## src/pkg/opaa_regs.vh

```
`ifndef OPAA_REGS_VH
`define OPAA_REGS_VH

// Register offsets, byte addressed, 8-bit data.
`define OPAA_ADJ_CTRL_ONE      8'h00
`define OPAA_ADJ_SOURCE_SELECT 8'h01
`define OPAA_ADJ_STATUS_REG    8'h02
`define OPAA_OUT_BASE          8'h04
`define OPAA_OUT_STRIDE        8'h04
`define OPAA_OUT_CTRL_ONE      2'h0
`define OPAA_OUT_PHASE_AMOUNT  2'h1
`define OPAA_OUT_CTRL_TWO      2'h2
`define OPAA_OUT_LOW_DIVIDER   2'h3

// adj_ctrl_one fields.
`define OPAA_MODE_BIT     0
`define OPAA_ARM_BIT      1
`define OPAA_SOFT_TRIGGER_BIT_BIT     2
`define OPAA_TRIGGER_INVERT_BIT     3
`define OPAA_RST_BIT      4
`define OPAA_FAST_BIT     5

// adj_status_reg fields.
`define OPAA_ARMED_BIT    0
`define OPAA_BUSY_BIT     1
`define OPAA_DONE_BIT     2

// out_ctrl_one fields.
`define OPAA_ENABLE_BIT   7
// out_ctrl_two fields.
`define OPAA_POL_BIT      0
`define OPAA_FMTINV_BIT   1

// Arm source codes.
`define OPAA_ARM_SOFT     4'h1
`define OPAA_ARM_APLL     4'h2
`define OPAA_ARM_DPLL     4'h3
// Trigger source codes.
`define OPAA_TRG_SOFT     4'h0
`define OPAA_TRG_APLL     4'h1
`define OPAA_TRG_DPLL     4'h2
`define OPAA_TRG_INCLK    4'h3
// Codes 4 to 7 pick GPIO 0 to 3 for either source.
`define OPAA_SRC_GPIO_HI  2'h1

// Reset values.
`define OPAA_CTRL_RESET   8'h00
`define OPAA_SRC_RESET    8'h01

`endif

```

## src/logic/opaa_phase_adjust.v

```verilog
// What this block does
// - Adjust an output only when enabled, in adjust or alignment mode; only adjust mode needs a nonzero amount written.
// - Arm source picks soft arm bit rise, APLL lock, DPLL lock or GPIO.
// - Trigger source picks soft trigger bit, APLL, DPLL lock, input clock or GPIO.
// - Trigger invert flips the selected trigger level.
// - A trigger counts only after arming; unarmed triggers do nothing.
// - One trigger adjusts all enabled outputs, each by its own amount.
// - No adjustment on an output whose medium divider setting is zero.
// - Adjustment changes one divider period; positive lengthens, negative shortens high.
// - State machine reset cancels an armed adjustment and returns to idle.
// - Status shows armed, busy, and a latched adjustment-done bit.
// - Amount is signed, counted in half high-speed divider periods.
// - Trigger bit does not self-clear when output period beats master clock.
// - Alignment mode resets medium and low dividers before applying adjustments.
// - Format inversion and polarity bit set phase versus CML outputs.
//
// Local design decisions: the strobed register port and the register offsets.
`timescale 1ns/1ps
`default_nettype none
`include "opaa_regs.vh"

module opaa_phase_adjust #(
  parameter N_OUT  = 3,
  parameter N_GPIO = 4
) (
  input  wire              i_sys_clk,
  input  wire              i_rst,
  input  wire [7:0]        i_addr,
  input  wire [7:0]        i_wr_data,
  input  wire              i_wr,
  input  wire              i_rd,
  output reg  [7:0]        o_rd_data,
  input  wire              i_apll_lock,
  input  wire              i_dpll_lock,
  input  wire              i_dpll_in_clk,
  input  wire [N_GPIO-1:0] i_gpio,
  output reg  [N_OUT-1:0]  o_out_clk,
  output reg               o_armed,
  output reg               o_busy
);

  localparam ST_IDLE  = 2'd0;
  localparam ST_ARMED = 2'd1;
  localparam ST_BUSY  = 2'd2;

  reg  [7:0]        ctrl_reg;
  reg  [7:0]        src_reg;
  reg               done_reg;
  reg  [1:0]        state_reg;
  reg  [1:0]        state_next;
  reg  [7:0]        ctrl_one_reg [0:N_OUT-1];
  reg  [7:0]        amount_reg   [0:N_OUT-1];
  reg  [7:0]        ctrl_two_reg [0:N_OUT-1];
  reg  [7:0]        low_div_reg  [0:N_OUT-1];
  reg  [N_GPIO+2:0] sync1_reg;
  reg  [N_GPIO+2:0] sync2_reg;
  reg               arm_prev_reg;
  reg               trg_prev_reg;
  reg               arm_lvl;
  reg               trg_lvl;
  reg               hit;
  reg  [7:0]        rd_next;
  reg  [1:0]        sel;
  integer           k;
  wire [N_OUT-1:0]  pend;
  wire              arm_ev;
  wire              trg_ev;
  wire              sm_rst;
  wire              apply;
  wire              finish;
  wire              wr_ctrl;
  wire              out_hit;
  wire [1:0]        out_fld;
  wire [7:0]        out_rel;

  // Software writes a one to the reset bit; it acts as a pulse and is not stored.
  assign wr_ctrl = i_wr && (i_addr == `OPAA_ADJ_CTRL_ONE);
  assign sm_rst  = wr_ctrl && i_wr_data[`OPAA_RST_BIT];
  assign out_rel = i_addr - `OPAA_OUT_BASE;
  assign out_fld = out_rel[1:0];
  assign out_hit = (i_addr >= `OPAA_OUT_BASE) && (out_rel[7:2] < N_OUT);

  // Lock, input clock and GPIO levels come from other domains.
  always @(posedge i_sys_clk or posedge i_rst) begin
    if (i_rst) begin
      sync1_reg <= {(N_GPIO+3){1'b0}};
      sync2_reg <= {(N_GPIO+3){1'b0}};
    end else begin
      sync1_reg <= {i_gpio, i_dpll_in_clk, i_dpll_lock, i_apll_lock};
      sync2_reg <= sync1_reg;
    end
  end

  // Source selection works on levels; events are rising edges of the chosen level.
  always @* begin
    sel = src_reg[1:0];
    case (src_reg[3:0])
      `OPAA_ARM_SOFT: arm_lvl = ctrl_reg[`OPAA_ARM_BIT];
      `OPAA_ARM_APLL: arm_lvl = sync2_reg[0];
      `OPAA_ARM_DPLL: arm_lvl = sync2_reg[1];
      default: begin
        if (src_reg[3:2] == `OPAA_SRC_GPIO_HI)
          arm_lvl = sync2_reg[3 + sel];
        else
          arm_lvl = 1'b0;
      end
    endcase
    case (src_reg[7:4])
      `OPAA_TRG_SOFT:  trg_lvl = ctrl_reg[`OPAA_SOFT_TRIGGER_BIT_BIT];
      `OPAA_TRG_APLL:  trg_lvl = sync2_reg[0];
      `OPAA_TRG_DPLL:  trg_lvl = sync2_reg[1];
      `OPAA_TRG_INCLK: trg_lvl = sync2_reg[2];
      default: begin
        if (src_reg[7:6] == `OPAA_SRC_GPIO_HI)
          trg_lvl = sync2_reg[3 + src_reg[5:4]];
        else
          trg_lvl = 1'b0;
      end
    endcase
    trg_lvl = trg_lvl ^ ctrl_reg[`OPAA_TRIGGER_INVERT_BIT];
  end

  // The previous levels follow the chosen levels every cycle and clear only on i_rst,
  // so a source change to a high level raises an edge.
  assign arm_ev = arm_lvl && !arm_prev_reg;
  assign trg_ev = trg_lvl && !trg_prev_reg;
  assign apply  = (state_reg == ST_ARMED) && trg_ev && !sm_rst;
  assign finish = (state_reg == ST_BUSY) && !(|pend) && !sm_rst;

  always @* begin
    case (state_reg)
      ST_IDLE:  state_next = arm_ev ? ST_ARMED : ST_IDLE;
      ST_ARMED: state_next = trg_ev ? ST_BUSY : ST_ARMED;
      ST_BUSY:  state_next = (|pend) ? ST_BUSY : ST_IDLE;
      default:  state_next = ST_IDLE;
    endcase
    if (sm_rst)
      state_next = ST_IDLE;
  end

  always @(posedge i_sys_clk or posedge i_rst) begin
    if (i_rst) begin
      state_reg    <= ST_IDLE;
      arm_prev_reg <= 1'b0;
      trg_prev_reg <= 1'b0;
      o_armed      <= 1'b0;
      o_busy       <= 1'b0;
    end else begin
      state_reg    <= state_next;
      arm_prev_reg <= arm_lvl;
      trg_prev_reg <= trg_lvl;
      o_armed      <= (state_next == ST_ARMED);
      o_busy       <= (state_next == ST_BUSY);
    end
  end

  // Register writes; the arm clear comes before software, the done set and trigger clear after it.
  always @(posedge i_sys_clk or posedge i_rst) begin
    if (i_rst) begin
      ctrl_reg <= `OPAA_CTRL_RESET;
      src_reg  <= `OPAA_SRC_RESET;
      done_reg <= 1'b0;
      for (k = 0; k < N_OUT; k = k + 1) begin
        ctrl_one_reg[k] <= 8'h00;
        amount_reg[k]   <= 8'h00;
        ctrl_two_reg[k] <= 8'h00;
        low_div_reg[k]  <= 8'h00;
      end
    end else begin
      // The arm bit acts once; it drops back so the next write of one is a new rise.
      ctrl_reg[`OPAA_ARM_BIT] <= 1'b0;
      if (wr_ctrl)
        ctrl_reg <= {2'b00, i_wr_data[5], 1'b0, i_wr_data[3:0]};
      if (i_wr && i_addr == `OPAA_ADJ_SOURCE_SELECT)
        src_reg <= i_wr_data;
      if (i_wr && i_addr == `OPAA_ADJ_STATUS_REG && i_wr_data[`OPAA_DONE_BIT])
        done_reg <= 1'b0;
      if (i_wr && out_hit) begin
        for (k = 0; k < N_OUT; k = k + 1) begin
          if (out_rel[7:2] == k) begin
            case (out_fld)
              `OPAA_OUT_CTRL_ONE:     ctrl_one_reg[k] <= i_wr_data;
              `OPAA_OUT_PHASE_AMOUNT: amount_reg[k]   <= i_wr_data;
              `OPAA_OUT_CTRL_TWO:     ctrl_two_reg[k] <= i_wr_data;
              default:                low_div_reg[k]  <= i_wr_data;
            endcase
          end
        end
      end
      if (finish) begin
        done_reg <= 1'b1;
        // A fast output period would re-trigger on a held bit, so software clears it.
        if (!ctrl_reg[`OPAA_FAST_BIT] && !(wr_ctrl && i_wr_data[`OPAA_SOFT_TRIGGER_BIT_BIT]))
          ctrl_reg[`OPAA_SOFT_TRIGGER_BIT_BIT] <= 1'b0;
      end
    end
  end

  // Read data stand in the cycle after the strobe; unmapped addresses read zero.
  always @* begin
    rd_next = 8'h00;
    hit     = 1'b0;
    if (i_addr == `OPAA_ADJ_CTRL_ONE)
      rd_next = ctrl_reg;
    else if (i_addr == `OPAA_ADJ_SOURCE_SELECT)
      rd_next = src_reg;
    else if (i_addr == `OPAA_ADJ_STATUS_REG)
      rd_next = {5'b00000, done_reg, o_busy, o_armed};
    else if (out_hit) begin
      for (k = 0; k < N_OUT; k = k + 1) begin
        if (out_rel[7:2] == k && !hit) begin
          hit = 1'b1;
          case (out_fld)
            `OPAA_OUT_CTRL_ONE:     rd_next = ctrl_one_reg[k];
            `OPAA_OUT_PHASE_AMOUNT: rd_next = amount_reg[k];
            `OPAA_OUT_CTRL_TWO:     rd_next = ctrl_two_reg[k];
            default:                rd_next = low_div_reg[k];
          endcase
        end
      end
    end
  end

  always @(posedge i_sys_clk or posedge i_rst) begin
    if (i_rst)
      o_rd_data <= 8'h00;
    else
      o_rd_data <= i_rd ? rd_next : 8'h00;
  end

  // One system clock stands for half a high-speed divider period here.
  genvar g;
  generate
    for (g = 0; g < N_OUT; g = g + 1) begin : g_out
      reg  [9:0] cnt_reg;
      reg        high_reg;
      reg        pend_reg;
      reg  [7:0] ls_cnt_reg;
      reg        ls_out_reg;
      wire [6:0] div_val;
      wire       used;
      wire       qual;
      wire       align;
      wire [9:0] base_len;
      wire [9:0] adj_len;
      wire [9:0] high_len;
      wire       wrap;
      wire       ms_rise;
      wire       ms_val;

      assign div_val  = ctrl_one_reg[g][6:0];
      assign used     = (div_val != 7'h00);
      assign align    = !ctrl_reg[`OPAA_MODE_BIT];
      // Adjust mode needs a nonzero amount; alignment resets every enabled output with a nonzero divider.
      assign qual     = ctrl_one_reg[g][`OPAA_ENABLE_BIT] && used &&
                        (align || amount_reg[g] != 8'h00);
      assign base_len = {3'b000, div_val} + 10'd1;
      assign adj_len  = base_len + {{2{amount_reg[g][7]}}, amount_reg[g]};
      // A too large negative amount is clamped so the high time never vanishes.
      assign high_len = (adj_len[9] || adj_len == 10'd0) ? 10'd1 : adj_len;
      assign wrap     = (cnt_reg <= 10'd1);
      assign ms_rise  = wrap && !high_reg;
      assign ms_val   = (low_div_reg[g] != 8'h00) ? ls_out_reg : high_reg;
      assign pend[g]  = pend_reg;

      always @(posedge i_sys_clk or posedge i_rst) begin
        if (i_rst) begin
          cnt_reg    <= 10'd1;
          high_reg   <= 1'b0;
          pend_reg   <= 1'b0;
          ls_cnt_reg <= 8'h00;
          ls_out_reg <= 1'b0;
          o_out_clk[g] <= 1'b0;
        end else begin
          if (apply && qual && align) begin
            high_reg   <= 1'b1;
            cnt_reg    <= high_len;
            ls_cnt_reg <= 8'h00;
            ls_out_reg <= 1'b1;
          end else if (wrap) begin
            high_reg <= !high_reg;
            if (!high_reg && pend_reg && used) begin
              cnt_reg  <= high_len;
              pend_reg <= 1'b0;
            end else
              cnt_reg <= base_len;
            if (ms_rise) begin
              if (ls_cnt_reg >= low_div_reg[g]) begin
                ls_cnt_reg <= 8'h00;
                ls_out_reg <= !ls_out_reg;
              end else
                ls_cnt_reg <= ls_cnt_reg + 8'h01;
            end
          end else
            cnt_reg <= cnt_reg - 10'd1;
          if (apply && qual && !align)
            pend_reg <= 1'b1;
          else if (sm_rst)
            pend_reg <= 1'b0;
          o_out_clk[g] <= ms_val ^ ctrl_two_reg[g][`OPAA_POL_BIT] ^
                          ctrl_two_reg[g][`OPAA_FMTINV_BIT];
        end
      end
    end
  endgenerate

endmodule
`default_nettype wire

```

## config.mk

```make
export PLATFORM = sky130hd
export DESIGN_NAME = opaa_phase_adjust
export DESIGN_NICKNAME = d
export VERILOG_FILES = /design/src/logic/opaa_phase_adjust.v
export VERILOG_INCLUDE_DIRS = /design/src /design/src/pkg
export SDC_FILE = /design/constraint.sdc
export NUM_CORES = 1
export LEC_CHECK = 0
export ABC_AREA = 1
export BUFFER_PORTS_ARGS = -buffer_cell sky130_fd_sc_hd__buf_2
export CORE_MARGIN = 8
export CORE_UTILIZATION = 45
export DETAILED_ROUTE_END_ITERATION = 10
export PLACE_DENSITY_LB_ADDON = 0.15
export SLEW_MARGIN = 10
export SYNTH_ARGS = -nofsm -noshare
export SYNTH_HDL_FRONTEND = slang
export SYNTH_SLANG_ARGS = --single-unit
```

## constraint.sdc

```tcl
create_clock -name i_sys_clk -period 16.5 [get_ports i_sys_clk]
set_input_delay 0.825 -clock i_sys_clk [delete_from_list [all_inputs] [get_ports i_sys_clk]]
set_output_delay 0.825 -clock i_sys_clk [all_outputs]
set_load 0.01 [all_outputs]
```

Word level (Yosys, flattened, before mapping) --
Cells that the tools add are included.
Operators by class: $lt $le $gt $ge 10, bitwise gates (word level) 8, equality and inequality tests 21, reductions and logical operators 118, $add $sub $neg 15, muxes and demuxes 99
Operators with widths (count):
- 2-to-1 mux 8 bit | 20
- 2-to-1 mux 10 bit | 12
- one-hot mux 8 bit (3 select lines) | 3
- 2-to-1 mux 1 bit | 55
- AND reduction 3 bit | 18
- nonzero test 8 bit | 6
- logical AND 1 bit | 41
- adder 9 x 8 -> 10 bit | 3
- less-or-equal comparator 10 x 1 -> 1 bit, second input constant | 3
- zero test 10 bit | 3
- subtractor 10 x 1 -> 10 bit, second input constant | 3
- adder 7 x 1 -> 8 bit, second input constant | 3
- adder 8 x 1 -> 8 bit, second input constant | 3
- greater-or-equal comparator 8 bit | 3
- nonzero test 7 bit | 3
- nonzero test 2 bit | 10
- nonzero test 3 bit | 6
- == test 4 x 2 -> 1 bit, second input constant | 4
- zero test 1 bit | 15
- == test 2 x 1 -> 1 bit, second input constant | 5
- inequality test 3 x 2 -> 1 bit, second input constant | 3
- == test 4 x 1 -> 1 bit, second input constant | 2
- == test 8 x 1 -> 1 bit, second input constant | 1
- == test 8 x 2 -> 1 bit, second input constant | 1
- other kinds (23) | 45
Storage, ports and cells: register bits 204, logic and storage cells 313, output and inout bits 13

Longest topological paths before layout --
Gate-level depths: netlist of run 1.
word-level depth 22, gate-level depth with buffers 21, depth with buffers taken out 21

Worst setup path before layout of run 1 --
Ideal clock, no wire load.
path kind register to register, start register ctrl_one_reg[0] (netlist name), end register g_out[2].cnt_reg[0], stages on the path, launching flop included 19, path slack 13956 ps, buffers on the path 0, arrival time 2461 ps, clock period less this slack 2544 ps, required time 16418 ps, library setup time 82 ps, path through dfrtp_1 ha_1 nand3_1 nor2_1 nand2_1 xor2_1 inv_1 ha_1 nand2_1 inv_1 a21oi_1 nand2_1 nand2_1 nand2_1 xor2_2 nand2_1 or2_1 nand2_1 nand3_1
Between the ends: longest elaborated chain between the ends 8
RTL lines:
- from (decl) | line opaa_phase_adjust.v:51 | reg [7:0] ctrl_one_reg [0:N_OUT-1];
- from (signal, indexed assignment) | line opaa_phase_adjust.v:182 | `OPAA_OUT_CTRL_ONE: ctrl_one_reg[k] <= i_wr_data;
- adder 7 x 1 -> 8 bit | line opaa_phase_adjust.v:257 | assign base_len = {3'b000, div_val} + 10'd1;
- adder 9 x 8 -> 10 bit | line opaa_phase_adjust.v:258 | assign adj_len = base_len + {{2{amount_reg[g][7]}}, amount_reg[g]};
- zero test 10 bit | line opaa_phase_adjust.v:260 | assign high_len = (adj_len[9] || adj_len == 10'd0) ? 10'd1 : adj_len;
- logical OR 1 bit | line opaa_phase_adjust.v:260
- 2-to-1 mux 10 bit | line opaa_phase_adjust.v:260
- 2-to-1 mux 10 bit | line opaa_phase_adjust.v:282 | if (!high_reg && pend_reg && used) begin
- 2-to-1 mux 10 bit | line opaa_phase_adjust.v:280 | end else if (wrap) begin
- 2-to-1 mux 10 bit (*) | line opaa_phase_adjust.v:275 | if (apply && qual && align) begin
- to (signal assigned) | line opaa_phase_adjust.v:277 | cnt_reg <= high_len;
- to (signal assigned) | line opaa_phase_adjust.v:283 | cnt_reg <= high_len;
- to (signal assigned) | line opaa_phase_adjust.v:286 | cnt_reg <= base_len;
- to (decl) | line opaa_phase_adjust.v:235 | reg [9:0] cnt_reg;
Every way passes the cells marked *; elsewhere a longest branch is shown, timed or not. A chain may end at the register's enable or synchronous reset.

Worst setup path in the final report of run 1 --
start register ctrl_one_reg[0] (netlist name), end register g_out[2].cnt_reg[5]
The elaborated chain is that of the path after synthesis.

==> results of run 1 <==
## cells in the final DEF, fill, tap and decap left out, types with 4 or more instances in the layout
cell and count:
inv_1 209, xnor2_1 13, o21ai_0 164, nor4_1 9
o21ai_1 11, buf_2 39, o211ai_1 7, a21oi_1 36
nand3_4 4, nor2_2 4, xor2_1 43, nand2_2 5
nand3_1 139, a31oi_1 7, or2_2 8, nor3_1 21
nor2_1 96, bufinv_16 6, clkinv_2 7, inv_2 5
o2111ai_1 10, inv_4 4, nand3b_1 12, a221oi_1 9
dfrtp_1 200, nor2_4 5, nand4_1 45, dfstp_2 4
nand2_1 523, ha_1 77, clkbuf_16 25
## cells in the mapped netlist, drive strengths merged, types with 3 or more instances
cell,instances
xnor2,13
o21a,3
inv,219
o211ai,7
nand4,45
clkbuf,27
dfstp,4
nand2,530
o21ai,175
nor3,24
dfrtp,200
a21oi,36
o22ai,3
o2111ai,10
nor2,108
nor4,10
nand3b,12
a221oi,9
nand3,144
nor3b,3
ha,77
xor2,44
a31oi,7
buf,18
fa,3
or2,9
## power groups by stage
stage	logic, mW	clock network, mW	registers (mW)
floorplan	0.228	0	0.610
global placement	0.288	0	0.619
detailed placement	0.293	0	0.619
CTS	0.295	0.623	0.611
global route	0.345	0.640	0.620
finish	0.292	0.608	0.613
## critical path: stages, from the launching register on
cell and delay (ns):
dfrtp_1 0.41, ha_1 0.20, nand3_1 0.12, nor2_1 0.11
nand2_1 0.06, xor2_1 0.16, inv_1 0.10, ha_1 0.36
nand2_1 0.10, inv_1 0.04, a21oi_1 0.19, nand2_1 0.10
nand2_1 0.06, nand2_1 0.07, xor2_2 0.32, nand2_1 0.13
inv_1 0.18, nand3_1 0.12, nand2_1 0.08
## per-layer routing
layer	global-route usage (%)	vias up	wire [um]
li1	-	5784	-
met1	27.13	5348	16110
met2	32.62	281	16050
met3	3.337	48	1831
met4	4.490	2	736
met5	0	-	11
## final cells by class
cell class | count | area, um^2
Sequential cell | 204 | 5110
Tap cell | 384 | 480.5
Fill cell | 2859 | 14220
Timing Repair Buffer | 41 | 210.2
Clock buffer | 31 | 678.2
Clock inverter | 15 | 244.0
Inverter | 220 | 843.3
Multi-Input combinational cell | 1282 | 6920
## through the flow
stage | cells | power (mW) | util (%) | hold slack, ns | setup slack, ns
4_1_cts | 2177 | 1.529 | 50.47 | 0.3497 | 13.54
3_3_place_gp | 2131 | 0.9070 | 47.26 | 0.3316 | 13.44
5_1_grt | 2177 | 1.605 | 50.47 | 0.3532 | 13.17
3_5_place_dp | 2131 | 0.9122 | 47.26 | 0.3356 | 13.40
6_report | 2177 | 1.512 | 50.47 | 0.3462 | 13.52
2_1_floorplan | 1751 | 0.8383 | - | 0.3312 | 10.11
## cell families (layout without fill, tap and decap cells)
group,count (synthesis),after routing,share of synthesized area [%]
xor gates and xnor gates,57,57,3.869
buffers and inverters,265,307,8.157
AOI/OAI and AO/OA,260,260,11.00
DFF,204,204,39.01
and+or+nand+nor,885,885,30.15
adders and majority gates,80,80,7.814
## worst min path at each step
stage / cells past startpoint / endpoint / startpoint / slack, ns
3_5_place_dp: 0 / sync2_reg[6]$_DFF_PP0_ / sync1_reg[6]$_DFF_PP0_ / 0.34
3_3_place_gp: 0 / sync2_reg[4]$_DFF_PP0_ / sync1_reg[4]$_DFF_PP0_ / 0.33
5_1_grt: 0 / sync2_reg[2]$_DFF_PP0_ / sync1_reg[2]$_DFF_PP0_ / 0.35
6_report: 0 / sync2_reg[0]$_DFF_PP0_ / sync1_reg[0]$_DFF_PP0_ / 0.35
2_1_floorplan: 0 / sync2_reg[0]$_DFF_PP0_ / sync1_reg[0]$_DFF_PP0_ / 0.33
4_1_cts: 0 / sync2_reg[0]$_DFF_PP0_ / sync1_reg[0]$_DFF_PP0_ / 0.35
==> qor.txt, run 1 <==
Leak: 7.449 nW
Largest net degree at the start of global routing: 124
Post-synth cell types: 50
CTS Sinks: 204
Final setup violation count: 0
Sw Ratio: 29.68%
Max FFs per register: 30
Slew Limit Fails: 0
Post-DR wirelength/cell: 15.96 um
Synth Flop Type: dfrtp_1
Mapped cell area: 0.01310 mm^2
Die Ht: 186.6 um
Combinational power share: 19.3%
Internal power of the cells: 1.063 mW
Sequential share of power: 40.5%
Std-Cell Rows: 62
Post-Syn Nets: 1858
I/O Buffers: 39
Seq cells post-synth: 204
Clock Skew: 0.01258 ns
Reg-to-reg startpoint: ctrl_one_reg[0]$_DFFE_PP0P_
CP max FO: 7
Placer Congestion: 0.8805
Worst-Margin Slew: 1.286 ns
Setup crit end kind: flop
N_diodes: 0
Max Root-Sink Buffers: 3
Flop2flop setup slack: 13.52 ns
Rel. slew slack: 14.16%
Total grt overflow: 0
Fin nets: 1881
Total Wirelength: 34.74 mm
First-pass GRT wire length: 58.05 mm
Drt pass-1 iters: 7
Syn_area_per_cell: 7.481 um^2
Synth Instances: 1751
Clock latency at the later pin of the worst-skew pair: 0.53 ns
Fin area: 0.01449 mm^2
Placed cell area: 0.01356 mm^2
Highest clock rate: 335.3 MHz
Post-cts hold buffer count: 0
CP Capture Point: g_out[2].cnt_reg[5]$_DFF_PP0_
CTS Buf Count: 25
RSZ-0062 raised after global routing: no
Maximum vdd drop: 0.08483 mV
Power Density: 104.4 mW/mm^2
Status: finished clean
H-tree depth: 1
CTS root buffer: clkbuf_16
Seq/Total Area, Yosys: 39.01%
Antenna violations before repair: 1
Vias in the first global route: 11120
Tot GR Track Use: 19.88%
Min Tclk post-route: 2.982 ns
Switching power: 448.7 uW
Yosys top cell by area: dfrtp_1
Residual DRC: 0
Total number of vias: 11460
Critical Path Start: ctrl_one_reg[0]$_DFFE_PP0P_
Critical Path AT: 3.46 ns
CP required: 16.97 ns
CORE AREA: 0.02870 mm^2
Crit path kind: flop to flop
Antenna Nets Post-Route: 0
EDFF count, synth: 0
Async set or reset register ratio after synthesis: 100.0%
CTS clock-pin slew for the worst setup and hold paths: 0.06 ns
Yosys warns: 0
Die Wd: 186.6 um
Boundary Pins: 40
Crit start category: flop
Worst Hold Class: flop to flop
Layout cell share with drive strength beyond 1: 7.641%
Reg-to-reg critical path endpoint: g_out[2].cnt_reg[5]$_DFF_PP0_
Tcrit/Tclk final: 18.08%
Ranking of synthesized cells by area: dfrtp_1, nand2_1, ha_1, o21ai_0, inv_1
Share of the synthesized area in the top cell type: 38.21%
Initial Utilization: 45.64%
Setup Buffers After CTS: 0
Final hold vios: 0
Post-cts resize count: 0
TritonCTS clock tree: done
Hpwl dp: 25.05 mm
Vias per Instance: 5.266
DRT iter0 DRCs: 799
Area Overhead vs Synth: 10.59%
Max-Cap Viols: 0
Setup TNS Final: 0 ns
Full die area: 0.03482 mm^2
Clock network power share: 40.2%
Reg2Reg Depth: 18
Note: power is estimated with default switching activity, not from simulation.
==> inputs of run 2 (changes only) <==
clock period = 3.1 ns   (was 16.5 ns; I/O delays follow)
==> run 2 against run 1 <==
Against the previous run:
- die area stayed put
- register-to-register slack worse by 13 ns
- clock skew is 0.0024 ns lower
- global-route usage is 0.24 points higher
- critical path type unchanged
- cell count is 1.2% higher
- non-clock buffer count is 27 higher
- core utilization is 0.96 points higher
- critical path depth is 1 higher
- sequential share of layout area is 0.65 points lower
- total power grew to 5.3 times the previous value
==> qor.txt, run 2 (same netlist as run 1, synthesis figures left out) <==
RSZ-0062 raised after global routing: no
Worst-Margin Slew: 0.8834 ns (-0.4027 ns)
Post-DR wirelength/cell: 16.24 um (+1.8%)
Antenna Nets Post-Route: 0 (unchanged)
Reg2Reg Depth: 19 (+1)
TritonCTS clock tree: done
Initial Utilization: 45.64% (unchanged)
Total number of vias: 11650 (+1.6%)
Clock latency at the later pin of the worst-skew pair: 0.53 ns (about the same)
Maximum vdd drop: 0.4757 mV (+460%)
Min-delay src: i_addr[3]
Crit start category: flop
Critical Path AT: 3.20 ns (-0.26 ns)
First-pass GRT wire length: 58.65 mm (+1.0%)
Residual DRC: 0 (unchanged)
Clock Skew: 0.01017 ns (-0.002409 ns)
Total grt overflow: 0 (unchanged)
Std-Cell Rows: 62 (unchanged)
Setup crit end kind: flop
Power Density: 545.5 mW/mm^2 (+420%)
Die Wd: 186.6 um (unchanged)
Vias per Instance: 5.286 (+0.39%)
CP Buf/Inv Count: 2 (-1)
CP required: 3.53 ns (-13.44 ns)
Reg-to-reg critical path endpoint: g_out[1].cnt_reg[5]$_DFF_PP0_
Sequential share of power: 40.4% (about the same)
Fin nets: 1908 (+1.4%)
Hold slack: 0.1023 ns (-0.2439 ns)
Most frequent cells in the layout: nand2_1, inv_1, dfrtp_1
CTS clock-pin slew for the worst setup and hold paths: 0.06 ns (about the same)
CP max FO: 8 (+1)
Combinational power share: 20.0% (+0.7 points)
H-tree depth: 1 (unchanged)
Rel. slew slack: 40.98% (+27 points)
Total Wirelength: 35.78 mm (+3.0%)
I/O Buffers: 39 (unchanged)
CTS Sinks: 204 (unchanged)
Final setup violation count: 0 (unchanged)
Commonest non-fill, non-tap cell in the layout: nand2_1
Min Tclk post-route: 2.772 ns (-0.2104 ns)
Worst path slowest cell: dfrtp_1
Slew Limit Fails: 0 (unchanged)
Switching power: 2.404 mW (+440%)
Setup TNS Final: 0 ns (unchanged)
CTS root buffer: clkbuf_16
Tot GR Track Use: 20.11% (+0.24 points)
Tcrit/Tclk final: 89.42% (+71 points)
Sw Ratio: 29.86% (+0.18 points)
Reg-to-reg startpoint: ctrl_one_reg[8]$_DFFE_PP0P_
Status: finished clean
Flop2flop setup slack: 0.33 ns (-13.19 ns)
Internal power of the cells: 5.649 mW (+430%)
Max-Cap Viols: 0 (unchanged)
Max Root-Sink Buffers: 3 (unchanged)
Leak: 7.570 nW (+1.6%)
Top cell by count, worst path: nand2_1
Max FFs per register: 30 (unchanged)
Layout cell share with drive strength beyond 1: 8.851% (+1.2 points)
Crit path max-delay family: simple AND/OR/NAND/NOR gates
Full die area: 0.03482 mm^2 (unchanged)
Crit path kind: flop to flop
Worst-path cell chain: ha_1 > nand3_1 > nand3b_1 > xor2_1 > inv_1 > ha_1 > nand2_1 > inv_1 > a21oi_1 > nand2_1 > nand2_1 > nand3_1 > nand2_2 > nand2_1 > o21ai_0 > nand2_1 > nand2_1 > nand2_1 > o21ai_0
Die Ht: 186.6 um (unchanged)
Hpwl dp: 25.97 mm (+3.7%)
Largest net degree at the start of global routing: 53 (-57%)
Hold path depth: 6 (+6)
Hold EP: o_rd_data[4]$_DFF_PP0_
N_diodes: 0 (unchanged)
Boundary Pins: 40 (unchanged)
Highest clock rate: 360.7 MHz (+7.6%)
Clock network power share: 39.5% (-0.7 points)
DRT iter0 DRCs: 711 (-11%)
CTS Buf Count: 25 (unchanged)
CORE AREA: 0.02870 mm^2 (unchanged)
Placer Congestion: 0.9282 (+5.4%)
Crit-path max cell delay: 0.39 ns (-0.02 ns)
Vias in the first global route: 11240 (+1.1%)
Area Overhead vs Synth: 12.70%
Antenna violations before repair: 0 (-1)
Worst Hold Class: input port to flop
Drt pass-1 iters: 5 (-2)
Final hold vios: 0 (unchanged)
-- run 2: power by group through the flow --
stage / logic (mW) / registers (mW) / clock network, mW
after floorplan: 1.21 / 3.25 / 0
after global placement: 1.59 / 3.29 / 0
after detailed placement: 1.60 / 3.30 / 0
after CTS: 1.63 / 3.26 / 3.24
after global routing: 1.88 / 3.30 / 3.34
final: 1.61 / 3.26 / 3.18
-- run 2: worst max-delay path by stage --
stage                                 start                       endpoint  cells past startpoint
2_1_floorplan                         i_rst      amount_reg[0]$_DFFE_PP0P_                      1
3_3_place_gp   ctrl_one_reg[10]$_DFFE_PP0P_  g_out[1].cnt_reg[0]$_DFF_PP1_                     18
3_5_place_dp   ctrl_one_reg[10]$_DFFE_PP0P_  g_out[1].cnt_reg[5]$_DFF_PP0_                     20
4_1_cts         ctrl_one_reg[8]$_DFFE_PP0P_  g_out[1].cnt_reg[5]$_DFF_PP0_                     19
5_1_grt         ctrl_one_reg[8]$_DFFE_PP0P_  g_out[1].cnt_reg[5]$_DFF_PP0_                     19
6_report        ctrl_one_reg[8]$_DFFE_PP0P_  g_out[1].cnt_reg[5]$_DFF_PP0_                     19
-- run 2: worst min-delay path, stage by stage --
cell	delay, ns
buf_2	0.12
nor2_4	0.06
inv_4	0.07
nor3_1	0.07
nand2_1	0.06
a21oi_1	0.06
-- run 2: area by class of cell --
class	count	area (um^2)
Clock buffer	36	757.0
Clock inverter	9	151.4
Fill cell	2824	13940
Inverter	220	839.6
Multi-Input combinational cell	1282	6948
Sequential cell	204	5111
Tap cell	384	480.5
Timing Repair Buffer	68	475.5
-- run 2: routing by layer --
metal,GRT usage [%],vias to the layer above,share of wire [%],wire length [um]
met5,0,-,0,0
met4,5.498,0,2.4,869
met3,2.181,60,3.7,1341
met2,33.70,242,47,16850
met1,27.26,5506,47,16720
li1,-,5837,-,-
-- run 2: per-stage QoR --
stage / cell area (um^2) / utilization [%] / total power [mW] / setup slack, ns / cells
CTS: 14730 / 51.33 / 8.124 / 0.2754 / 2203
finish: 14760 / 51.43 / 8.053 / 0.3280 / 2203
global route: 14760 / 51.43 / 8.516 / 0.02318 / 2203
detailed placement: 13730 / 47.82 / 4.904 / 0.3005 / 2148
global placement: 13730 / 47.82 / 4.882 / 0.3371 / 2148
floorplan: 13100 / - / 4.462 / 0.3040 / 1751
-- run 2: timing repair --
| action | CTS | global route |
|---|---|---|
| setup endpoints to repair | 0 | 12 |
| setup buffers | 0 | 0 |
| hold endpoints to repair | 39 | 0 |
| hold buffers | 10 | 0 |
| gates resized for setup | 0 | 8 |
